## src/include/rcw_pkg.sv

```systemverilog
// rcw_pkg: constants, states and bus carrier for the reset-cause,
// watchdog and power-save block.
// assumes a 125 MHz block clock that keeps running.
package rcw_pkg;

  // register byte offsets
  localparam logic [7:0] REG_RESET_CAUSE = 8'h00;
  localparam logic [7:0] REG_PC_TARGET   = 8'h04;
  localparam logic [7:0] REG_STATE       = 8'h08;
  localparam logic [7:0] REG_WDT_COUNT   = 8'h0C;

  // reset_cause_status field positions
  localparam int BIT_TRAP_CONFLICT_RESET_FLAG  = 15;
  localparam int BIT_ILLEGAL_OP_RESET_FLAG = 14;
  localparam int BIT_EXTERNAL_PIN_RESET_FLAG   = 7;
  localparam int BIT_SWR    = 6;
  localparam int BIT_WATCHDOG_SOFT_ENABLE = 5;
  localparam int BIT_WATCHDOG_TIMEOUT_FLAG   = 4;
  localparam int BIT_SLEEP  = 3;
  localparam int BIT_IDLE   = 2;
  localparam int BIT_POR    = 0;

  localparam logic [15:0] CAUSE_POR_VAL = 16'h0001;
  localparam logic [15:0] CAUSE_WMASK   = 16'hC0FD;

  // program counter targets
  localparam logic [23:0] VEC_RESET = 24'h000000;
  localparam logic [23:0] PC_STEP   = 24'h000002;

  // timing
  localparam int CLK_KHZ = 125000;
  localparam int POWER_UP_TIMER_MS = 4;
  localparam int WDT_CNT_W = 16;
  localparam logic [15:0] WDT_TICKS = 16'h0200;

  // synchroniser reset value: {power_up_timer, clock_fail_monitor, wdt_fuse, low_power_rc_osc, clk_ok, master_clear_pin_n}
  localparam logic [5:0] SYNC_RST = 6'h01;

  typedef enum logic [5:0] {
    ST_RESET  = 6'h01,
    ST_POWER_UP_TIMER   = 6'h02,
    ST_FROZEN = 6'h04,
    ST_RUN    = 6'h08,
    ST_IDLE   = 6'h10,
    ST_SLEEP  = 6'h20
  } rcw_state_type;

  typedef struct packed {
    logic [7:0]  addr;
    logic [31:0] wdata;
    logic        wr;
    logic        rd;
  } rcw_bus_req_type;

endpackage

```

## src/hdl/rcw_core.sv

```systemverilog
// rcw_core: reset-cause register, reset/wake sequencer, watchdog and
// idle/sleep control.
// assumes a core that reports its pc and one-cycle instruction strobes.
//
// Operation
// - monitor on, no timer: leave reset at once
// - no monitor, no clock: freeze at vector
// - all cause flags software readable and writable
// - power-on: pc 0, only power-on flag
// - pin reset running: pin flag, clear software, timeout, idle and sleep flags
// - software reset: software flag, clear pin, timeout, idle and sleep flags
// - pin reset sleeping: pin and sleep flags
// - pin reset idle: pin and idle flags
// - watchdog overflow running: reset, timeout flag
// - watchdog in sleep: wake at pc+2
// - interrupt wakes sleep: vector, sleep flag
// - watchdog counts on its own rc clock
// - fuse bit one enables the watchdog
// - fuse zero: soft enable bit decides
// - power-save operand selects idle or sleep
// - idle gates cpu clock, peripherals run
// - idle keeps rc clock when monitor enabled
// - idle exits on interrupt, reset, watchdog
// - interrupt wake from idle sets idle flag
// - idle wake resumes with no delay
// - watchdog in idle: wake, both flags
// - trap and illegal op own flags
//
// The register addresses and the strobed register port were left to the implementer.
`timescale 1ns/100ps
module rcw_core #(
  parameter int unsigned POWER_UP_TIMER_CYCLES = rcw_pkg::POWER_UP_TIMER_MS * rcw_pkg::CLK_KHZ
) (
  input  wire logic                     mclk_i,
  input  wire logic                     rst_i,
  input  wire rcw_pkg::rcw_bus_req_type bus_i,
  output logic [31:0]                   rdata_o,
  input  wire logic                     master_clear_pin_n_i,
  input  wire logic                     sys_clk_ok_i,
  input  wire logic                     low_power_rc_osc_clk_i,
  input  wire logic                     wdt_fuse_en_i,
  input  wire logic                     clock_fail_monitor_en_i,
  input  wire logic                     power_up_timer_en_i,
  input  wire logic                     sw_reset_i,
  input  wire logic                     trap_reset_i,
  input  wire logic                     illegal_op_i,
  input  wire logic                     watchdog_clear_instr_i,
  input  wire logic                     power_save_instr_i,
  input  wire logic                     power_save_instr_sleep_i,
  input  wire logic                     irq_wake_i,
  input  wire logic [23:0]              irq_vector_i,
  input  wire logic [23:0]              pc_i,
  output logic                          core_reset_o,
  output logic                          cpu_clk_en_o,
  output logic                          periph_clk_en_o,
  output logic                          low_power_rc_osc_run_o,
  output logic                          pc_load_o,
  output logic [23:0]                   pc_target_o,
  output logic                          wdt_running_o
);
  import rcw_pkg::*;

  logic [5:0]           sync1_q;
  logic [5:0]           sync2_q;
  logic [1:0]           sync_ok_q;
  logic                 master_clear_pin_prev_q;
  logic                 low_power_rc_osc_prev_q;
  logic                 fuse_wdt_q;
  logic                 fuse_clock_fail_monitor_q;
  logic [15:0]          cause_q;
  logic [15:0]          cause_d;
  rcw_state_type        state_q;
  rcw_state_type        state_d;
  logic [31:0]          power_up_timer_cnt_q;
  logic [WDT_CNT_W-1:0] wdt_cnt_q;
  logic [23:0]          save_pc_q;
  logic [23:0]          target_d;
  logic                 load_d;
  logic                 master_clear_pin_n_s;
  logic                 clk_ok_s;
  logic                 low_power_rc_osc_s;
  logic                 master_clear_pin_fall;
  logic                 low_power_rc_osc_tick;
  logic                 wdt_en;
  logic                 wdt_ovf;
  logic                 wdt_clr;
  logic                 power_up_timer_done;
  logic                 wr_cause;

  // clear bits then set bits of the cause register
  function automatic logic [15:0] upd(input logic [15:0] c,
                                      input logic [15:0] set_m,
                                      input logic [15:0] clr_m);
    upd = (c & ~clr_m) | set_m;
  endfunction

  function automatic logic [15:0] bm(input int pos);
    bm = 16'h0001 << pos;
  endfunction

  // start-up may proceed once a clock runs or the monitor takes over
  function automatic logic can_start(input logic clk_ok,
                                     input logic clock_fail_monitor);
    can_start = clk_ok | clock_fail_monitor;
  endfunction

  // two-flop synchronisers for pins and the rc clock
  always_ff @(posedge mclk_i) begin
    if (rst_i) begin
      sync1_q   <= SYNC_RST;
      sync2_q   <= SYNC_RST;
      sync_ok_q <= 2'h0;
    end else begin
      sync1_q   <= {power_up_timer_en_i, clock_fail_monitor_en_i, wdt_fuse_en_i,
                    low_power_rc_osc_clk_i, sys_clk_ok_i, master_clear_pin_n_i};
      sync2_q   <= sync1_q;
      sync_ok_q <= {sync_ok_q[0], 1'b1};
    end
  end

  assign master_clear_pin_n_s = sync2_q[0];
  assign clk_ok_s = sync2_q[1];
  assign low_power_rc_osc_s   = sync2_q[2];

  always_ff @(posedge mclk_i) begin
    if (rst_i) begin
      master_clear_pin_prev_q <= 1'b1;
      low_power_rc_osc_prev_q <= 1'b0;
    end else begin
      master_clear_pin_prev_q <= master_clear_pin_n_s;
      low_power_rc_osc_prev_q <= low_power_rc_osc_s;
    end
  end

  assign master_clear_pin_fall = master_clear_pin_prev_q & ~master_clear_pin_n_s;
  assign low_power_rc_osc_tick = low_power_rc_osc_s & ~low_power_rc_osc_prev_q;

  // fuses caught while the sequencer sits in reset
  always_ff @(posedge mclk_i) begin
    if (rst_i) begin
      fuse_wdt_q  <= 1'b1;
      fuse_clock_fail_monitor_q <= 1'b0;
    end else if (state_q == ST_RESET) begin
      fuse_wdt_q  <= sync2_q[3];
      fuse_clock_fail_monitor_q <= sync2_q[4];
    end
  end

  // power-up timer
  always_ff @(posedge mclk_i) begin
    if (rst_i || state_q != ST_POWER_UP_TIMER) begin
      power_up_timer_cnt_q <= 32'h0;
    end else begin
      power_up_timer_cnt_q <= power_up_timer_cnt_q + 32'h1;
    end
  end

  assign power_up_timer_done = (power_up_timer_cnt_q == 32'(POWER_UP_TIMER_CYCLES - 1));

  // watchdog enable and counter on rc clock ticks
  assign wdt_en = fuse_wdt_q | cause_q[BIT_WATCHDOG_SOFT_ENABLE];
  assign wdt_clr = watchdog_clear_instr_i & (state_q == ST_RUN);
  assign wdt_ovf = wdt_en & low_power_rc_osc_tick &
                   (wdt_cnt_q == WDT_TICKS - 16'h1)
                   & (state_q == ST_RUN || state_q == ST_IDLE ||
                      state_q == ST_SLEEP);

  always_ff @(posedge mclk_i) begin
    if (rst_i || !wdt_en || wdt_clr || wdt_ovf) begin
      wdt_cnt_q <= '0;
    end else if (state_q == ST_RESET || state_q == ST_POWER_UP_TIMER ||
                 state_q == ST_FROZEN) begin
      wdt_cnt_q <= '0;
    end else if (low_power_rc_osc_tick) begin
      wdt_cnt_q <= wdt_cnt_q + 16'h1;
    end
  end

  assign wr_cause = bus_i.wr && (bus_i.addr == REG_RESET_CAUSE);

  // sequencer and cause flags; hardware events override a write
  always_comb begin
    cause_d  = cause_q;
    state_d  = state_q;
    load_d   = 1'b0;
    target_d = pc_target_o;
    if (wr_cause) begin
      cause_d = bus_i.wdata[15:0] & CAUSE_WMASK;
    end
    if (master_clear_pin_fall) begin
      if (state_q == ST_SLEEP) begin
        cause_d = upd(cause_d, bm(BIT_EXTERNAL_PIN_RESET_FLAG) | bm(BIT_SLEEP),
                      bm(BIT_WATCHDOG_TIMEOUT_FLAG) | bm(BIT_IDLE));
      end else if (state_q == ST_IDLE) begin
        cause_d = upd(cause_d, bm(BIT_EXTERNAL_PIN_RESET_FLAG) | bm(BIT_IDLE),
                      bm(BIT_WATCHDOG_TIMEOUT_FLAG) | bm(BIT_SLEEP));
      end else begin
        cause_d = upd(cause_d, bm(BIT_EXTERNAL_PIN_RESET_FLAG),
                      bm(BIT_SWR) | bm(BIT_WATCHDOG_TIMEOUT_FLAG) |
                      bm(BIT_IDLE) | bm(BIT_SLEEP));
      end
    end
    if (!master_clear_pin_n_s) begin
      state_d = ST_RESET;
    end else begin
      case (state_q)
        ST_RESET: begin
          // straps are only trusted once both sync stages hold pin values
          if (!sync_ok_q[1]) begin
            state_d = ST_RESET;
          end else if (sync2_q[5]) begin
            state_d = ST_POWER_UP_TIMER;
          end else if (can_start(clk_ok_s, sync2_q[4])) begin
            state_d  = ST_RUN;
            load_d   = 1'b1;
            target_d = VEC_RESET;
          end else begin
            state_d = ST_FROZEN;
          end
        end
        ST_POWER_UP_TIMER: begin
          if (power_up_timer_done) begin
            if (can_start(clk_ok_s, fuse_clock_fail_monitor_q)) begin
              state_d  = ST_RUN;
              load_d   = 1'b1;
              target_d = VEC_RESET;
            end else begin
              state_d = ST_FROZEN;
            end
          end
        end
        ST_FROZEN: begin
          if (clk_ok_s) begin
            state_d  = ST_RUN;
            load_d   = 1'b1;
            target_d = VEC_RESET;
          end
        end
        ST_RUN: begin
          if (wdt_ovf) begin
            cause_d = upd(cause_d, bm(BIT_WATCHDOG_TIMEOUT_FLAG),
                          bm(BIT_EXTERNAL_PIN_RESET_FLAG) | bm(BIT_SWR) |
                          bm(BIT_IDLE) | bm(BIT_SLEEP));
            state_d = ST_RESET;
          end else if (trap_reset_i) begin
            cause_d = upd(cause_d, bm(BIT_TRAP_CONFLICT_RESET_FLAG), 16'h0000);
            state_d = ST_RESET;
          end else if (illegal_op_i) begin
            cause_d = upd(cause_d, bm(BIT_ILLEGAL_OP_RESET_FLAG), 16'h0000);
            state_d = ST_RESET;
          end else if (sw_reset_i) begin
            cause_d = upd(cause_d, bm(BIT_SWR),
                          bm(BIT_EXTERNAL_PIN_RESET_FLAG) | bm(BIT_WATCHDOG_TIMEOUT_FLAG) |
                          bm(BIT_IDLE) | bm(BIT_SLEEP));
            state_d = ST_RESET;
          end else if (power_save_instr_i) begin
            state_d = power_save_instr_sleep_i ? ST_SLEEP : ST_IDLE;
          end
        end
        ST_IDLE: begin
          if (wdt_ovf) begin
            cause_d  = upd(cause_d, bm(BIT_WATCHDOG_TIMEOUT_FLAG) | bm(BIT_IDLE),
                           16'h0000);
            state_d  = ST_RUN;
            load_d   = 1'b1;
            target_d = save_pc_q + PC_STEP;
          end else if (irq_wake_i) begin
            cause_d  = upd(cause_d, bm(BIT_IDLE), 16'h0000);
            state_d  = ST_RUN;
            load_d   = 1'b1;
            target_d = irq_vector_i;
          end
        end
        ST_SLEEP: begin
          if (wdt_ovf) begin
            cause_d  = upd(cause_d, bm(BIT_WATCHDOG_TIMEOUT_FLAG) | bm(BIT_SLEEP),
                           16'h0000);
            state_d  = ST_RUN;
            load_d   = 1'b1;
            target_d = save_pc_q + PC_STEP;
          end else if (irq_wake_i) begin
            cause_d  = upd(cause_d, bm(BIT_SLEEP), 16'h0000);
            state_d  = ST_RUN;
            load_d   = 1'b1;
            target_d = irq_vector_i;
          end
        end
        default: begin
          state_d = ST_RESET;
        end
      endcase
    end
  end

  // state, flags and pc capture
  always_ff @(posedge mclk_i) begin
    if (rst_i) begin
      state_q <= ST_RESET;
      cause_q <= CAUSE_POR_VAL;
    end else begin
      state_q <= state_d;
      cause_q <= cause_d;
    end
  end

  always_ff @(posedge mclk_i) begin
    if (rst_i) begin
      save_pc_q <= VEC_RESET;
    end else if (state_q == ST_RUN && power_save_instr_i) begin
      save_pc_q <= pc_i;
    end
  end

  // registered control outputs
  always_ff @(posedge mclk_i) begin
    if (rst_i) begin
      core_reset_o    <= 1'b1;
      cpu_clk_en_o    <= 1'b0;
      periph_clk_en_o <= 1'b1;
      low_power_rc_osc_run_o      <= 1'b1;
      pc_load_o       <= 1'b0;
      pc_target_o     <= VEC_RESET;
      wdt_running_o   <= 1'b0;
    end else begin
      core_reset_o    <= (state_d == ST_RESET) || (state_d == ST_POWER_UP_TIMER) ||
                         (state_d == ST_FROZEN);
      cpu_clk_en_o    <= (state_d == ST_RUN);
      periph_clk_en_o <= (state_d != ST_SLEEP);
      low_power_rc_osc_run_o      <= wdt_en | fuse_clock_fail_monitor_q;
      pc_load_o       <= load_d;
      pc_target_o     <= target_d;
      wdt_running_o   <= wdt_en;
    end
  end

  // read port, data one cycle after the strobe
  always_ff @(posedge mclk_i) begin
    if (rst_i || !bus_i.rd) begin
      rdata_o <= 32'h0;
    end else begin
      case (bus_i.addr)
        REG_RESET_CAUSE: rdata_o <= {16'h0, cause_q};
        REG_PC_TARGET:   rdata_o <= {8'h0, pc_target_o};
        REG_STATE:       rdata_o <= {26'h0, state_q};
        REG_WDT_COUNT:   rdata_o <= {16'h0, wdt_cnt_q};
        default:         rdata_o <= 32'h0;
      endcase
    end
  end

endmodule

```

## config.mk

```make
export PLATFORM = sky130hd
export DESIGN_NAME = rcw_core
export DESIGN_NICKNAME = d
export VERILOG_FILES = /design/src/include/rcw_pkg.sv /design/src/hdl/rcw_core.sv
export SDC_FILE = /design/constraint.sdc
export NUM_CORES = 1
export LEC_CHECK = 0
export BUFFER_PORTS_ARGS = -buffer_cell sky130_fd_sc_hd__buf_2
export CAP_MARGIN = 20
export CORE_ASPECT_RATIO = 0.5
export CORE_MARGIN = 10
export CORE_UTILIZATION = 40
export CTS_CLUSTER_DIAMETER = 80
export CTS_CLUSTER_SIZE = 28
export DETAILED_ROUTE_END_ITERATION = 12
export PLACE_DENSITY = 0.7
export SETUP_SLACK_MARGIN = 0.4
export SYNTH_ARGS = -nofsm -noshare
export SYNTH_HDL_FRONTEND = slang
export SYNTH_SLANG_ARGS = --single-unit
```

## constraint.sdc

```tcl
create_clock -name mclk_i -period 6.75 [get_ports mclk_i]
set_clock_uncertainty 0.15 [all_clocks]
set_input_delay 1.35 -clock mclk_i [delete_from_list [all_inputs] [get_ports mclk_i]]
set_output_delay 1.35 -clock mclk_i [all_outputs]
set_load 0.1 [all_outputs]
```

==> results.txt <==
----------------------------------------------------
[Timing]
  Hold violation total from the final report ... 0
  Worst relative slew slack ... 0.305
  Worst slew pin tran ... 1.04 ns
  Number of pins with negative max-slew slack in the final report ... 0
  Unrepaired setup endpoints after global routing ... false
  Minimum period implied by the final worst setup slack ... 3.57 ns
  Total negative slack ... 0 ns
  Maximum clock frequency ... 280 MHz
  Share of the cycle needed by the critical path after routing ... 0.529
  Final number of setup-violating endpoints ... 0
  Hold_ws ... 0.267 ns

[Detailed routing]
  Via-to-Cell Ratio ... 5.19
  Number of iterations in the first detailed-routing pass ... 5
  Number of design-rule violations left by the first detailed-router iteration ... 462
  Post-route ant nets ... 0
  Per-cell routed wire length ... 16.3 um
  DRC errors left ... 0
  Aggregate routed wire length ... 19.0 mm
  Number of vias after detailed routing ... 6043

[CTS]
  CTS H-tree depth ... 4
  CTS tree ... done
  Count of cells resized by post-cts repair ... 0
  Count of buffers added by post-CTS timing repair for setup ... 0
  Clock-pin slew of the registers on the worst-case setup and hold paths ... around 0.060 ns
  CTS buffer count ... 17
  Worst-case clock buffer depth ... 2
  Number of sinks on the clock net ... 159
  Total of hold buffers inserted after clock tree synthesis ... 0
  Root Buffer ... sky130_fd_sc_hd__clkbuf_16
  Clock latency on the worst-skew pair ... 0.42 ns

[Critical path]
  Critical-path cell list ... buf_2 > buf_4 > inv_2 > nand4_1 > or2_2 > nor2_1 > and2_1
  Crit. Startpoint ... rst_i
  Kind of capture point of the worst setup path ... flip-flop
  Critical-path cell with the highest stage delay ... sky130_fd_sc_hd__or2_2
  Largest stage delay on the critical path ... 0.53 ns
  Setup crit start kind ... input port
  CP required ... 6.96 ns
  Reg-to-reg critical path startpoint ... state_q[0]
  Endpoint arrival time on the critical path ... 3.78 ns
  Critical path start-end classification ... input port to flip-flop
  Maximum fanout along the worst path ... 51

[Placed design]
  Placed cell count ... 1135
  Hpwl dp ... approximately 14 mm
  Dpl cell area ... 7940 um^2
  Number of buffers added on ports ... around 140
  Placer congestion estimate ... 0.870

[Power and ir drop]
  Part of the total power dissipated in combinational logic ... 0.070
  Portion of total power attributed to sequential cells ... 0.492
  Static leakage ... 3.24 nW
  Clock share of power ... 0.438
  P_sw ... 0.470 mW
  Internal power ... 1.47 mW
  Switching share of power ... 0.242
  PwrDens ... 230 nW/um^2
  Peak supply drop ... 0.000167 V
  Overall power after layout ... 1.94 mW

[Die]
  Initial Utilization ... 0.410
  Area enclosed by the die boundary ... 24000 um^2
  Die width ... roughly 210 um
  Core Footprint ... about 17000 um^2
  Number of top-level design ports ... 167
  Total number of placement rows ... 34
  Die H ... 115 um

[Synth]
  Sequential-to-total area share from yosys stat ... 0.444
  Synthesis Warnings ... 0
  Mean area per synthesized cell ... 8.96 um^2
  Prevailing post-synth register cell ... sky130_fd_sc_hd__dfxtp_1
  Fraction of synthesis flops using an asynchronous set or reset pin ... 0
  Biggest area consumer among synthesized cells ... sky130_fd_sc_hd__dfxtp_1
  Synth Instances ... 799
  Synth top area cells ... sky130_fd_sc_hd__dfxtp_1 (44%), sky130_fd_sc_hd__nand2_1 (5.9%), sky130_fd_sc_hd__mux2i_1 (4.9%)
  Number of distinct library cells after synthesis ... 72
  Cell area after synthesis ... 7160 um^2
  Area share of the largest cell type after synthesis ... 0.444
  Count of flip-flops with a built-in enable after synthesis ... 0
  Synthesis-stage register bit count ... 159

[Global route]
  First-pass GRT wire length ... 30.4 mm
  Total overflow reported by the global router ... 0
  Number of antenna violations at the first check in global routing ... 1
  Largest net degree at the start of global routing ... 52
  Vias in the first global route ... 5901
  Global router's overall resource usage ... 0.156

[Hold path]
  Path category of the worst min-delay check ... flip-flop to flip-flop
  Origin of the worst min-delay path ... sync1_q[0]

[Final layout]
  Layout Nets ... around 1000
  Most common cell after layout, fill and taps aside ... sky130_fd_sc_hd__dfxtp_1
  Area grow syn2layout ... 18.0%
  Share of layout cells above drive strength 1 ... 0.211
  Most used cells in the layout excluding fill and tap cells ... sky130_fd_sc_hd__dfxtp_1 (159), sky130_fd_sc_hd__buf_2 (135), sky130_fd_sc_hd__nand2_1 (113)
  Fin area ... 8450 um^2
  Non-filler cells, final ... 1165
  Number of antenna diodes ... 0

[Run status]
  Run status ... finished clean

[Job]
  Count of maximum capacitance violations ... 0

----------------------------------------------------
-- routing by layer --
metal,track usage,up-vias,wire (um)
li1,-,3021,-
met1,0.182,2854,8160
met2,0.278,146,9570
met3,0.0425,20,1040
met4,0.0391,2,225
met5,0,-,11
-- critical path: cells and delay by family --
| kind | cells | cell delay (ns) |
|---|---|---|
| AND/OR/NAND/NOR | 4 | 1.64 |
| buffers and inverters | 3 | 0.77 |
-- sequential cells by signal, indices dropped and copies added (netlist names) --
signal	cells
master_clear_pin_prev_q	1
low_power_rc_osc_prev_q	1
periph_clk_en_o	1
sync2_q	6
pc_target_o	24
wdt_running_o	1
save_pc_q	24
low_power_rc_osc_run_o	1
cause_q	9
fuse_clock_fail_monitor_q	1
cpu_clk_en_o	1
sync1_q	6
rdata_o	24
power_up_timer_cnt_q	32
core_reset_o	1
pc_load_o	1
fuse_wdt_q	1
sync_ok_q	2
wdt_cnt_q	16
state_q	6
-- synthesized netlist by cell type, types with 3 or more instances --
cell type and number:
sky130_fd_sc_hd__dfxtp_1 159, sky130_fd_sc_hd__nand2_1 113, sky130_fd_sc_hd__nor2_1 90, sky130_fd_sc_hd__a21oi_1 44, sky130_fd_sc_hd__mux2i_1 35, sky130_fd_sc_hd__xnor2_1 33, sky130_fd_sc_hd__xor2_1 30, sky130_fd_sc_hd__nand3_1 29
sky130_fd_sc_hd__nand4_1 20, sky130_fd_sc_hd__nor2b_1 20, sky130_fd_sc_hd__clkbuf_1 17, sky130_fd_sc_hd__o21ai_0 17, sky130_fd_sc_hd__nor4_1 16, sky130_fd_sc_hd__o2bb2ai_1 13, sky130_fd_sc_hd__o211ai_1 12, sky130_fd_sc_hd__and3_1 11
sky130_fd_sc_hd__buf_2 11, sky130_fd_sc_hd__buf_4 10, sky130_fd_sc_hd__and2_1 9, sky130_fd_sc_hd__nor3_1 9, sky130_fd_sc_hd__inv_1 8, sky130_fd_sc_hd__and4_1 7, sky130_fd_sc_hd__a31oi_1 5, sky130_fd_sc_hd__buf_6 4
sky130_fd_sc_hd__mux4_2 4, sky130_fd_sc_hd__nand2b_1 4, sky130_fd_sc_hd__nor4b_1 4, sky130_fd_sc_hd__or3_1 4, sky130_fd_sc_hd__ha_1 3, sky130_fd_sc_hd__mux2_2 3, sky130_fd_sc_hd__nand3b_1 3, sky130_fd_sc_hd__or2_2 3
-- layout make-up --
cell class,instances,area [um^2]
flip-flops and latches,159,3180
repair buffers,139,706
clock inverters,9,63.8
well taps,234,293
multi-input cells,594,3720
fillers,1671,9030
clock buffers,21,450
inverters,9,33.8
-- worst paths after layout --
check	endpoint	slack, ns	depth (start not counted)
max	rdata_o[18]	3.18	7
min	sync2_q[0]	0.27	1
max reg2reg	pc_target_o[16]	3.59	5
min reg2reg	sync2_q[0]	0.27	1
-- cell families (layout without fill, tap and decap cells) --
logic type / Yosys count / in the layout / share of synthesized area
compound gates: 114 / 114 / 0.106
xor+xnor: 63 / 63 / 0.0770
fa+ha+maj: 3 / 3 / 0.00524
buf+inv: 53 / 178 / 0.0391
flops: 159 / 159 / 0.444
mux: 45 / 45 / 0.0741
other cells: 1 / 8 / 0.000524
simple gates: 361 / 361 / 0.253
-- stage by stage --
| stage | setup slack, ns | util |
|---|---|---|
| floorplan | 3.92 | - |
| global placement | 2.77 | 0.454 |
| detailed placement | 2.72 | 0.454 |
| CTS | 3.17 | 0.484 |
| global route | 2.96 | 0.484 |
| finish | 3.18 | 0.484 |
-- power groups by stage --
stage / sequential, mW / clock [mW] / combinational [mW]
3_3_place_gp: 0.975 / 0 / 0.132
6_report: 0.955 / 0.849 / 0.135
4_1_cts: 0.955 / 0.862 / 0.135
5_1_grt: 0.956 / 0.911 / 0.145
2_1_floorplan: 0.985 / 0 / 0.0874
3_5_place_dp: 0.976 / 0 / 0.134
Note: power is estimated with default switching activity, not from simulation.
